==> config.mk <==
export PLATFORM = sky130hd
export DESIGN_NAME = srd_reset_dist
export DESIGN_NICKNAME = d
export VERILOG_FILES = /design/src/common/srd_pkg.sv /design/src/hw/srd_sync.sv /design/src/hw/srd_reset_dist.sv
export VERILOG_INCLUDE_DIRS = /design/src /design/src/common
export SDC_FILE = /design/constraint.sdc
export NUM_CORES = 1
export LEC_CHECK = 0
export BUFFER_PORTS_ARGS = -buffer_cell sky130_fd_sc_hd__buf_2
export CAP_MARGIN = 0
export CORE_UTILIZATION = 40
export DETAILED_ROUTE_END_ITERATION = 7
export PLACE_DENSITY = 0.71
export SYNTH_ARGS = -nofsm -noshare
export SYNTH_HDL_FRONTEND = slang
export SYNTH_HIERARCHICAL = 1
export SYNTH_SLANG_ARGS = --single-unit
export TNS_END_PERCENT = 1
==> constraint.sdc <==
create_clock -name clock -period 1.3 [get_ports clock]
set_input_delay 0.195 -clock clock [delete_from_list [all_inputs] [get_ports clock]]
set_output_delay 0.195 -clock clock [all_outputs]
set_load 0.01 [all_outputs]
==> src/common/srd_defines.svh <==
`ifndef SRD_DEFINES_SVH
`define SRD_DEFINES_SVH

// Reset hold after power-good rises, in ns, and derived cycles at 5 ns
`define SRD_RST_HOLD_NS      32'd100
`define SRD_CLK_NS           32'd5
`define SRD_RST_HOLD_CYC     8'((`SRD_RST_HOLD_NS + `SRD_CLK_NS - 32'd1) / `SRD_CLK_NS)
// Core-init pulse width in cycles
`define SRD_INIT_PULSE_CYC   8'h08
// Cycles the strap settles before it is sampled
`define SRD_STRAP_SETTLE_CYC 8'h04
// Reset values
`define SRD_CNT_RST          8'h00
`define SRD_CBE_RST          4'h0

`endif

==> src/common/srd_pkg.sv <==
package srd_pkg;

  typedef enum logic [1:0] {
    SRD_ST_RESET,
    SRD_ST_STRAP,
    SRD_ST_HOLD,
    SRD_ST_RUN
  } srd_state_e;

  // PCI command/byte-enable pin drive value and enable
  typedef struct packed {
    logic [3:0] o;
    logic [3:0] oe_n;
  } srd_cbe_s;

  // Reset outputs toward CPU and buses
  typedef struct packed {
    logic cpu_reset;
    logic cpu_init;
    logic isa_reset;
    logic dev_reset;
  } srd_rst_s;

endpackage

==> src/hw/srd_sync.sv <==
`timescale 1ns/1ps
`include "srd_defines.svh"

module srd_sync
  import srd_pkg::*;
(
  input  wire logic clock, // Clock
  input  wire logic srst,  // Synchronous reset
  input  wire logic d,     // Asynchronous level
  output logic      q      // Synchronised level
);

  typedef struct packed {
    logic s1;
    logic s2;
  } srd_sync_s;

  srd_sync_s st_q;
  srd_sync_s st_d;

  // Two flops in series
  always_comb
  begin
    st_d    = st_q;
    st_d.s1 = d;
    st_d.s2 = st_q.s1;
  end

  always_ff @(posedge clock)
  begin
    if (srst)
      st_q <= '0;
    else
      st_q <= st_d;
  end

  assign q = st_q.s2;

endmodule // srd_sync

==> src/hw/srd_reset_dist.sv <==
`timescale 1ns/1ps
`include "srd_defines.svh"

// How it works
// - Power-good low reloads the hold count and clears core init; strap mode kept
// - Drive CPU reset for CPU and ISA
// - Normal mode: PCI reset pin is output
// - Strap low: PCI reset input resets device, ISA
// - Pin undriven with pull-up until strap sampled
// - After sampling, drive if strap high
// - Core-init output resets only CPU core
// - Core-init returns CPU to real mode
// - Drive C/BE as master, sample as target
module srd_reset_dist
  import srd_pkg::*;
(
  input  wire logic       clock,             // PCI clock
  input  wire logic       srst,              // Synchronous reset
  input  wire logic       power_good_in,     // Power good pin
  input  wire logic       standalone_strap,  // Stand-alone strap pin
  input  wire logic       pci_bus_reset_i,   // Reset pin level, active low
  output logic            pci_bus_reset_o,   // Reset pin drive value
  output logic            pci_bus_reset_oe_n,// Reset pin enable, low drives
  output logic            pullup_en,         // Internal pull-up on pin
  output logic            cpu_reset_out,     // CPU and ISA reset
  output logic            isa_reset_out,     // ISA bus reset
  output logic            cpu_init_out,      // CPU core init pulse
  output logic            dev_reset_out,     // Internal device reset
  output logic            standalone_mode,   // Strap sampled low
  input  wire logic       core_init_req,     // Request real-mode return
  input  wire logic       bus_master,        // Device owns the bus
  input  wire logic [3:0] cbe_out,           // C/BE value when master
  input  wire logic [3:0] cbe_i,             // C/BE pin levels
  output srd_cbe_s        cbe_pin,           // C/BE drive and enable
  output logic [3:0]      cbe_sampled,       // C/BE sampled as target
  input  wire logic       frame_n_i,         // Frame pin level
  output logic            frame_active       // Transaction in progress
);

  typedef struct packed {
    srd_state_e state;
    logic [7:0] cnt;
    logic       standalone;
    logic       drive_pin;
    logic [7:0] init_cnt;
    logic       init_req_q;
    logic [3:0] cbe_smp;
    logic       frame_s1;
    logic       frame_s2;
    logic       pin_s1;
    logic       pin_s2;
    logic [3:0] cbe_o;
    logic       cbe_en;
  } srd_state_s;

  srd_state_s st_q;
  srd_state_s st_d;
  logic       pg_sync;
  logic       strap_sync;
  logic       ext_reset;

  // Counter step helper
  function automatic logic [7:0] srd_dec(input logic [7:0] v);
    srd_dec = (v == 8'h00) ? 8'h00 : v - 8'h01;
  endfunction

  // Power-good and strap into the clock domain
  srd_sync u_pg_sync (
    .clock (clock),
    .srst  (srst),
    .d     (power_good_in),
    .q     (pg_sync)
  );

  srd_sync u_strap_sync (
    .clock (clock),
    .srst  (srst),
    .d     (standalone_strap),
    .q     (strap_sync)
  );

  // Stand-alone reset from pin, active low
  assign ext_reset = st_q.standalone && !st_q.pin_s2;

  // Next-state logic
  always_comb
  begin
    st_d          = st_q;
    st_d.pin_s1   = pci_bus_reset_i;
    st_d.pin_s2   = st_q.pin_s1;
    st_d.frame_s1 = frame_n_i;
    st_d.frame_s2 = st_q.frame_s1;
    st_d.init_req_q = core_init_req;
    st_d.init_cnt = srd_dec(st_q.init_cnt);
    // Master drives C/BE, target samples
    st_d.cbe_en  = bus_master;
    st_d.cbe_o   = cbe_out;
    st_d.cbe_smp = bus_master ? st_q.cbe_smp : cbe_i;
    case (st_q.state)
      SRD_ST_RESET:
      begin
        st_d.drive_pin = 1'b0;
        st_d.cnt       = `SRD_STRAP_SETTLE_CYC;
        st_d.state     = SRD_ST_STRAP;
      end
      SRD_ST_STRAP:
      begin
        st_d.cnt = srd_dec(st_q.cnt);
        if (st_q.cnt == 8'h00)
        begin
          st_d.standalone = !strap_sync;
          st_d.drive_pin  = strap_sync;
          st_d.cnt        = `SRD_RST_HOLD_CYC;
          st_d.state      = SRD_ST_HOLD;
        end
      end
      SRD_ST_HOLD:
      begin
        st_d.cnt = srd_dec(st_q.cnt);
        // A held stand-alone pin keeps the hold from running out
        if (ext_reset)
          st_d.cnt = `SRD_RST_HOLD_CYC;
        else if (st_q.cnt == 8'h00)
          st_d.state = SRD_ST_RUN;
      end
      SRD_ST_RUN:
      begin
        // Rising request gives one core-init pulse
        if (core_init_req && !st_q.init_req_q)
          st_d.init_cnt = `SRD_INIT_PULSE_CYC;
        if (ext_reset)
        begin
          st_d.cnt   = `SRD_RST_HOLD_CYC;
          st_d.state = SRD_ST_HOLD;
        end
      end
      default:
        st_d.state = SRD_ST_RESET;
    endcase
    // Power-good low reloads the hold and keeps the reset outputs asserted; C/BE and frame keep running; strap mode kept
    if (!pg_sync)
    begin
      st_d.cnt      = `SRD_RST_HOLD_CYC;
      st_d.init_cnt = `SRD_CNT_RST;
      if (st_q.state != SRD_ST_RESET && st_q.state != SRD_ST_STRAP)
        st_d.state = SRD_ST_HOLD;
    end
  end

  // State register
  always_ff @(posedge clock)
  begin
    if (srst)
    begin
      st_q          <= '0;
      st_q.state    <= SRD_ST_RESET;
      st_q.cnt      <= `SRD_CNT_RST;
      st_q.pin_s1   <= 1'b1;
      st_q.pin_s2   <= 1'b1;
      st_q.frame_s1 <= 1'b1;
      st_q.frame_s2 <= 1'b1;
      st_q.cbe_smp  <= `SRD_CBE_RST;
    end
    else
      st_q <= st_d;
  end

  // Reset outputs: asserted outside run state
  logic in_reset;
  assign in_reset = (st_q.state != SRD_ST_RUN) || !pg_sync;
  assign cpu_reset_out   = in_reset;
  assign isa_reset_out   = in_reset;
  assign dev_reset_out   = in_reset;
  assign cpu_init_out    = (st_q.init_cnt != 8'h00) && !in_reset;
  assign standalone_mode = st_q.standalone;

  // Reset pin: driven low while in reset in normal mode
  assign pci_bus_reset_o    = !in_reset;
  assign pci_bus_reset_oe_n = !st_q.drive_pin;
  assign pullup_en          = !st_q.drive_pin;

  // PCI sideband
  assign cbe_pin.o    = st_q.cbe_o;
  assign cbe_pin.oe_n = {4{!st_q.cbe_en}};
  assign cbe_sampled  = st_q.cbe_smp;
  assign frame_active = !st_q.frame_s2;

endmodule // srd_reset_dist

---- Word-level counts from Yosys, hierarchy flattened ----
Cells that the tools add are included.
storage, ports and cells
  logic and storage cells ................. 64
  output and inout port bits .............. 21
  register bits after elaboration ......... 38
cells by class
  equal/unequal tests ..................... 8
  reductions and logical operators ........ 22
  bitwise logic cells ..................... 1
  add/sub/neg operators ................... 2
  muxes and demuxes ....................... 13
operators by type and width
  operator                                                                  number
  8-bit 2-to-1 mux                                                          5
  10-bit one-hot mux with 4 select lines                                    1
  10-bit 2-to-1 mux                                                         2
  8-bit zero test                                                           2
  8-bit by 1-bit subtractor with 8-bit output (second input constant)       2
  12-bit 2-to-1 mux                                                         1
  1-bit zero test                                                           8
  8-bit nonzero test                                                        1
  2-bit 2-to-1 mux                                                          3
  2-bit inequality test (second input constant)                             3
  2-bit equality test (second input constant)                               2
  1-bit logical AND                                                         4
  2-bit AND reduction                                                       2
  2-bit nonzero test                                                        2
  3-bit inequality test (second input constant)                             1
  2-bit by 1-bit equality test with 1-bit output (second input constant)    1
  2-bit zero test                                                           1
  2-bit by 1-bit inequality test with 1-bit output (second input constant)  1
  1-bit one-hot mux with 2 select lines                                     1
  2-bit OR reduction                                                        1
  1-bit logical OR                                                          1
  1-bit inverter                                                            1

---- Depth between registers and ports, before layout ----
Gate-level depths: netlist of run 1.
  word-level depth ........................ 6
  gate-level depth with buffers ........... 8

---- Cells and area by module ----
The synthesis of run 1 kept the hierarchy.
by module, submodules not included
  module          cells an instance  seq. area each (sq um)  instances  area an instance (sq um)
  srd_reset_dist  178                680.7                   1          1,622.8
  srd_sync        4                  40.0                    2          52.6

---- Worst setup path after synthesis of run 1 ----
Ideal clock, no wire load.
  path type ............................... reg2reg
  from .................................... register st_q[28] (netlist name)
  to ...................................... register st_q[26] (netlist name)
  slack ................................... -0.167 ns
  arrival time ............................ 1.379 ns
  setup time .............................. 0.088 ns
  stages on the path, launching flop included .. 7
  required time ........................... 1.212 ns
  path through ............................ dfxtp_1 > nor4_4 > and3_1 > buf_6 > buf_12 > o22ai_2 > a311oi_2
on the way
  longest elaborated chain between the ends .. 5
RTL lines
  item                                        line                                         text
  start, declared                             srd_reset_dist.sv:56                         srd_state_s st_q;
  start signal, assigned                      srd_reset_dist.sv:165                        st_q <= st_d;
  8-bit zero test (*)                         srd_reset_dist.sv:64, srd_reset_dist.sv:109
  8-bit 2-to-1 mux                            srd_reset_dist.sv:64                         srd_dec = (v == 8'h00) ? 8'h00 : v - 8'h01;
  8-bit 2-to-1 mux                            srd_reset_dist.sv:121                        if (ext_reset)
  10-bit one-hot mux with 4 select lines (*)  srd_reset_dist.sv:99                         case (st_q.state)
  10-bit 2-to-1 mux (*)                       srd_reset_dist.sv:141                        if (!pg_sync)
Every way passes the cells marked *; elsewhere a longest branch is shown, timed or not. The select of a mux whose other input is x is not followed.
A chain may end at the register's enable or synchronous reset.

---- Final worst setup path of run 1 ----
  from .................................... register st_q[17] (netlist name)
  to ...................................... output port cpu_init_out
on the way
  longest elaborated chain between the ends .. 2
RTL lines
  item                line                   text
  8-bit nonzero test  srd_reset_dist.sv:174  assign cpu_init_out = (st_q.init_cnt != 8'h00) && !in_reset;
  1-bit logical AND   srd_reset_dist.sv:174
  end, declared       srd_reset_dist.sv:27   output logic cpu_init_out,
Every way passes these cells.

==> results.txt, run 1 <==
----------------------------------------------------
[Run status]
  Outcome ... finished with violations
  Violated checks ... negative setup slack

[Clock tree]
  CTS Buf Count ... 5
  Clock transition at path regs ... 0.08 ns
  Clock latency on the worst-skew pair ... 0.28 ns
  CTS tree ... built
  Number of hold-repair buffers added at the cts stage ... 0
  CTS root buffer ... clkbuf_8
  Number of levels in the clock H-tree ... 2
  Deepest clock path buffer count ... 2
  Sinks on Clock Net ... 38

[Synth]
  Most common library cells after synthesis ... 38 x dfxtp_1, 23 x nor2_1, 15 x buf_4
  Top area cells in the synthesized netlist ... dfxtp_1 44%, buf_4 6.5%, nor2_1 5.0%
  Yosys Warn Count ... 6
  Commonest register cell after synthesis ... dfxtp_1
  Proportion of register bits with asynchronous set or reset after synthesis ... 0
  Area leader, netlist ... dfxtp_1
  Area of the mapped netlist ... 1730 µm²
  EDFF count, synth ... 0
  Top-area cell type share of the netlist area ... 0.440
  Mapped Cells ... around 190
  Net count after synthesis ... 206
  Most common cell in the netlist ... dfxtp_1
  Unique cell type count in the Yosys netlist ... 43
  Share of synthesized area occupied by flip-flops and latches ... 0.440
  #FFs+latches synth ... 38
  Average instance area after synthesis ... 9.29 µm²

[Die]
  Ports placed on the boundary ... 37
  Die Wd ... 67.7 µm
  Total number of placement rows ... 23
  DIE HEIGHT ... 67.7 µm
  Core box area ... 4090 µm²
  Initial cell density of the core ... 0.423
  Die area ... 4590 µm²

[Critical path]
  Kind of cell adding the most delay to the critical path ... simple AND/OR/NAND/NOR gates
  Data arrival, critical path ... 1.63 ns
  List of cells traversed by the critical path ... or4_4, nor2_4, nand3b_1, and2_4, buf_6
  Worst stage delay on the critical path ... 0.55 ns
  Class of the most critical setup path ... reg -> out
  Critical path launch point type ... flop
  Endpoint kind of the worst setup timing path ... primary output
  CP bufs+invs ... 1
  Largest fanout on the critical path ... 2
  Register-to-Register Setup Slack ... -0.36 ns
  WP data required ... 1.11 ns
  Worst-path cell with the longest stage delay ... or4_4

[Final layout]
  Fraction of final layout cells sized beyond drive strength 1 ... 0.442
  Total inserted antenna cells ... 0
  Final design area excluding fillers ... 2220 µm²
  Layout Area Growth over Synthesis ... 28.7%
  Total number of nets in the final design ... 261

[STA]
  Final setup slack of the worst path ... -0.528 ns
  Worst hold-check slack ... 0.0883 ns
  Fmax ... 547 MHz
  Period minus WS final ... 1.83 ns
  Share of the clock period used by the worst path ... 1.41
  Worst setup skew after layout ... 0.00470 ns
  Final count of hold timing violations ... 0
  Number of max-slew violations in the final report ... 0
  Final number of setup-violating endpoints ... 21
  Total negative slack ... -3.87 ns
  RSZ-0062 raised after global routing ... true
  Worst Tran Pin Value ... 0.289 ns
  Max-Slew Margin vs Limit ... 0.807

[Detailed routing]
  Violation count after the first detailed-routing iteration ... 51
  Met3 Wirelength ... 164 µm
  Total met2 wirelength after detailed routing ... 1590 µm
  Via/cell ratio ... between 4 and 5
  DRC ... 0
  Pre-antenna DRT Iters ... 4
  Total number of vias ... 1402
  Post-DRT Antenna Nets ... 0
  Drt total wl ... between 3000 and 4000 µm
  Highest metal layer with signal wires ... met4
  Met1 Wirelength ... 1470 µm
  Drt wl/cell ... 11.1 µm

[Placed design]
  Final RePlAce weighted congestion ... 0.804
  Placed cell area ... 2040 µm²
  Final HPWL DP ... 2330 µm
  Number of I/O port buffers ... 36
  Placement Setup Slack ... -0.313 ns

[GRT]
  Total Routing Usage GR ... 0.157
  Antenna violations before repair ... 0
  Overall overflow remaining after global route ... 0
  Number of global-route vias before repair ... 1285
  Global-route wire length before repair ... around 5400 µm
  Largest net degree at the start of global routing ... 25

[Pwr]
  Leakage Power ... 0.00104 µW
  Peak ir drop on the vdd network ... 0.929 mV
  Power density over the cells ... 1080 nW/µm²

[Min path]
  Hold crit path type ... in -> reg

[Run]
  Max_cap viols ... 0

----------------------------------------------------
flip-flops by register name, summed over array words and instances (netlist names):
name	cells
cbe_pin	4
cbe_sampled	4
st_d	2
st_q	23
standalone_mode	1
u_pg_sync/q	1
u_pg_sync/st_d	1
u_strap_sync/q	1
u_strap_sync/st_d	1
final timing paths:
check | startpoint | to | cells after the start
worst max-delay path | st_q[17] | cpu_init_out | 5
worst min register to register | st_d[5] | st_q[5] | 1
worst min-delay path | pci_bus_reset_i | st_d[5] | 2
worst max register to register | st_q[17] | st_q[16] | 6
repair_timing:
action | CTS | global route
pin swaps | 8 | 8
resized for setup | 16 | 7
setup endpoints to repair | 25 | 22
buffers inserted | 1 | 1
cell usage in the layout, fill, tap and decap left out, types with 4 or more instances in the layout:
cell      netlist  routed
a21oi_1         7       6
buf_2           1      35
buf_4          15      32
clkbuf_8        0       6
dfxtp_1        38      32
dfxtp_2         0       6
inv_1           9       9
mux2i_1         4       4
nand2_1        11      11
nor2_1         23      22
nor2b_1        11      11
nor3_1          5       4
o21ai_1         3       5
or2_2           4       4
xor2_1          5       5
report_power, final:
part	internal (µW)	total (µW)	switching, µW
clock	426	833	407
combinational	183	346	163
sequential	1210	1230	22.1
stage by stage:
step | util | cells | power, µW
final | 0.544 | 292 | 2410
after detailed placement | 0.500 | 282 | 1580
after CTS | 0.536 | 291 | 2430
after global routing | 0.544 | 292 | 2530
after floorplan | - | 186 | 1480
after global placement | 0.500 | 282 | 1570
cell families after synthesis:
group,count (synthesis),synth area share
fa+ha+maj,4,0.0290
flops,38,0.440
compound gates,25,0.112
buf+inv,31,0.119
simple gates,76,0.237
mux,4,0.0232
xor+xnor,8,0.0406
cell type report:
| cell class | instances | area, µm² |
|---|---|---|
| Inverter | 9 | 33.8 |
| Clock buffer | 6 | 82.6 |
| Clock inverter | 2 | 12.5 |
| Fill cell | 383 | 1860 |
| Tap cell | 50 | 62.6 |
| Timing Repair Buffer | 70 | 449 |
| Sequential cell | 38 | 768 |
| Multi-Input combinational cell | 117 | 815 |
routing by layer:
| layer | global-route usage | up-vias |
|---|---|---|
| met5 | 0 | - |
| met4 | 0.0372 | 0 |
| li1 | - | 714 |
| met3 | 0.0541 | 2 |
| met1 | 0.182 | 646 |
| met2 | 0.275 | 40 |
(Power assumes the default switching activity.)
==> run 2, diff against run 1 <==
--- a/config.mk
+++ b/config.mk
@@ -6,6 +6,7 @@
 export SDC_FILE = /design/constraint.sdc
 export NUM_CORES = 1
 export LEC_CHECK = 0
+export ABC_AREA = 1
 export BUFFER_PORTS_ARGS = -buffer_cell sky130_fd_sc_hd__buf_2
 export CAP_MARGIN = 0
 export CORE_UTILIZATION = 40
==> run 2 against run 1 <==
  * The run still ends with negative setup slack left
  * Cell area is 0.62% lower
  * Count of clock-buffer cells in the layout is 1 higher
  * Hold slack worse by 0.0030 ns
  * Worst setup slack better by 0.44 ns
  * Via count is 6.8% higher
  * Total power is 2.9% lower
  * Sequential share of layout area is 0.67 points higher
  * Clock skew is 0.0026 ns lower
  * Area after synthesis is 3.1% higher
  * Fmax is 32% higher
  * Critical endpoint unchanged
  * Largest power group unchanged
==> results.txt, run 2 <==
----------------------------------------------------
[Synth]
  Area leader, netlist ... dfxtp_1
  Commonest register cell after synthesis ... dfxtp_1
  EDFF count, synth ... 0
  Average instance area after synthesis ... between 7 and 8 µm²
  Top-area cell type share of the netlist area ... 0.427
  Most common cell in the netlist ... inv_1
  Area of the mapped netlist ... 1780 µm²
  #FFs+latches synth ... 38
  Most common library cells after synthesis ... 42 x inv_1, 40 x nor2_1, 38 x dfxtp_1
  Share of synthesized area occupied by flip-flops and latches ... 0.427
  Top area cells in the synthesized netlist ... dfxtp_1 43%, inv_1 8.8%, nor2_1 8.4%
  Net count after synthesis ... 255
  Yosys Warn Count ... 6
  Unique cell type count in the Yosys netlist ... 26
  Mapped Cells ... 235
  Proportion of register bits with asynchronous set or reset after synthesis ... 0

[Final layout]
  Most frequent cells in the layout ... 37 x nor2_1, 36 x inv_1, 36 x buf_2, 29 x nand2_1, 26 x dfxtp_1
  Fraction of final layout cells sized beyond drive strength 1 ... 0.384
  Layout Area Growth over Synthesis ... 24.0%
  Total number of nets in the final design ... 298
  Register with the most flip-flops ... st_q
  Leading cell type in the layout, fill and taps excluded ... nor2_1
  Total inserted antenna cells ... 0
  Number of flip-flops under the largest register name ... 23

[Detailed routing]
  DRC ... 0
  Total number of vias ... 1498
  Pre-antenna DRT Iters ... 4
  Violation count after the first detailed-routing iteration ... 88
  Via/cell ratio ... 4.55
  Drt wl/cell ... approximately 11 µm
  Drt total wl ... around 3500 µm
  Post-DRT Antenna Nets ... 0

[GRT]
  Global-route wire length before repair ... 5300 µm
  Largest net degree at the start of global routing ... 21
  Antenna violations before repair ... 0
  Number of global-route vias before repair ... approximately 1200
  Overall overflow remaining after global route ... 0
  Total Routing Usage GR ... 0.158

[Die]
  Ports placed on the boundary ... 37
  Die Wd ... around 70 µm
  Initial cell density of the core ... 0.430
  Total number of placement rows ... 23
  DIE HEIGHT ... 68.7 µm
  Die area ... 4730 µm²
  Core box area ... 4140 µm²

[Pwr]
  Switching fraction of total power ... 0.252
  Peak ir drop on the vdd network ... 0.637 mV
  Logic gate share of total power ... 0.120
  Sequential Power Share ... 0.528
  Fraction of power consumed by the clock network ... 0.351
  Switching power ... just under 600 µW
  Power density over the cells ... 1060 nW/µm²
  Internal power ... 1750 µW
  Leakage Power ... 0.00111 µW

[Critical path]
  Critical path launch point type ... flop
  Largest fanout on the critical path ... 2
  Register-to-Register Setup Slack ... 0.02 ns
  Data arrival, critical path ... 1.19 ns
  Class of the most critical setup path ... reg -> out
  WP data required ... 1.11 ns
  Endpoint kind of the worst setup timing path ... primary output

[STA]
  Number of max-slew violations in the final report ... 0
  Worst Tran Pin Value ... 0.232 ns
  Period minus WS final ... roughly 1.4 ns
  Fmax ... 720 MHz
  Final setup slack of the worst path ... -0.0891 ns
  RSZ-0062 raised after global routing ... true
  Final count of hold timing violations ... 0
  Final number of setup-violating endpoints ... 1
  Worst setup skew after layout ... 0.00213 ns
  Max-Slew Margin vs Limit ... 0.845
  Total negative slack ... -0.0891 ns
  Share of the clock period used by the worst path ... 1.07

[Placed design]
  Number of I/O port buffers ... 36
  Final HPWL DP ... 2300 µm
  Final RePlAce weighted congestion ... 0.848
  Placement Setup Slack ... -0.0334 ns

[Clock tree]
  Sinks on Clock Net ... 38
  CTS tree ... built
  Clock latency on the worst-skew pair ... a little under 0.3 ns
  Deepest clock path buffer count ... 2
  CTS root buffer ... clkbuf_8
  Number of levels in the clock H-tree ... 2
  CTS Buf Count ... 5
  Clock transition at path regs ... 0.07 ns

[Run]
  Max_cap viols ... 0

[Run status]
  Outcome ... finished with violations
  Violated checks ... negative setup slack

[Min path]
  Hold crit path type ... in -> reg

----------------------------------------------------
-- run 2: what timing repair did --
item                                   CTS  global route
setup endpoints to repair               11            21
pin swaps                                6             6
hold buffers                             0             0
endpoints found under the hold margin    0             0
gates resized for setup                 19            18
buffers inserted                         7             5
-- run 2: cell type report --
| class | instances | area, µm² |
|---|---|---|
| clock buffers | 7 | 86.3 |
| clock inverters | 1 | 5.00 |
| fillers | 398 | 1930 |
| inverters | 46 | 178 |
| multi-input cells | 136 | 807 |
| flip-flops and latches | 38 | 778 |
| well taps | 50 | 62.6 |
| repair buffers | 51 | 293 |
-- run 2: final timing paths --
check | start | depth (start not counted) | to
worst max-delay path | st_q[16] | 7 | cpu_init_out
worst min-delay path | frame_n_i | 2 | st_d[7]
worst max register to register | st_q[15] | 6 | st_q[21]
worst min register to register | u_pg_sync/st_d[0] | 2 | u_pg_sync/q
-- run 2: worst max-delay path: stages (launching register included) --
cell	delay, ns
dfxtp_2	0.33
nor2_2	0.12
nand2_1	0.06
inv_1	0.06
nand4_1	0.10
inv_1	0.08
nor2_1	0.03
buf_2	0.13
-- run 2: metal layers --
layer | track usage | share of wire | routed length [µm]
met2 | 0.250 | 0.47 | 1660
met1 | 0.193 | 0.46 | 1600
met5 | 0 | 0 | 0
met3 | 0.0395 | 0.048 | 168
met4 | 0.0918 | 0.022 | 76
-- run 2: cell families after synthesis --
| group | share of synthesized area |
|---|---|
| simple gates | 0.273 |
| buf+inv | 0.158 |
| flops | 0.427 |
| compound gates | 0.0695 |
| xor+xnor | 0.0442 |
| fa+ha+maj | 0.0281 |
-- run 2: power groups by stage --
stage | Sequential [µW] | Clock (µW) | Combinational [µW]
after global routing | 1240 | 915 | 315
after CTS | 1230 | 858 | 274
after floorplan | 1250 | 0 | 209
final | 1240 | 822 | 282
after global placement | 1260 | 0 | 264
after detailed placement | 1260 | 0 | 269
-- run 2: through the flow --
step / hold slack, ns / power (µW) / util / area [µm²] / instances
floorplan: 0.266 / 1460 / - / 1780 / 235
global placement: 0.380 / 1520 / 0.468 / 1940 / 309
finish: 0.0853 / 2340 / 0.533 / 2210 / 329
detailed placement: 0.382 / 1530 / 0.468 / 1940 / 309
CTS: 0.0759 / 2360 / 0.510 / 2110 / 324
global route: 0.0767 / 2470 / 0.533 / 2210 / 329
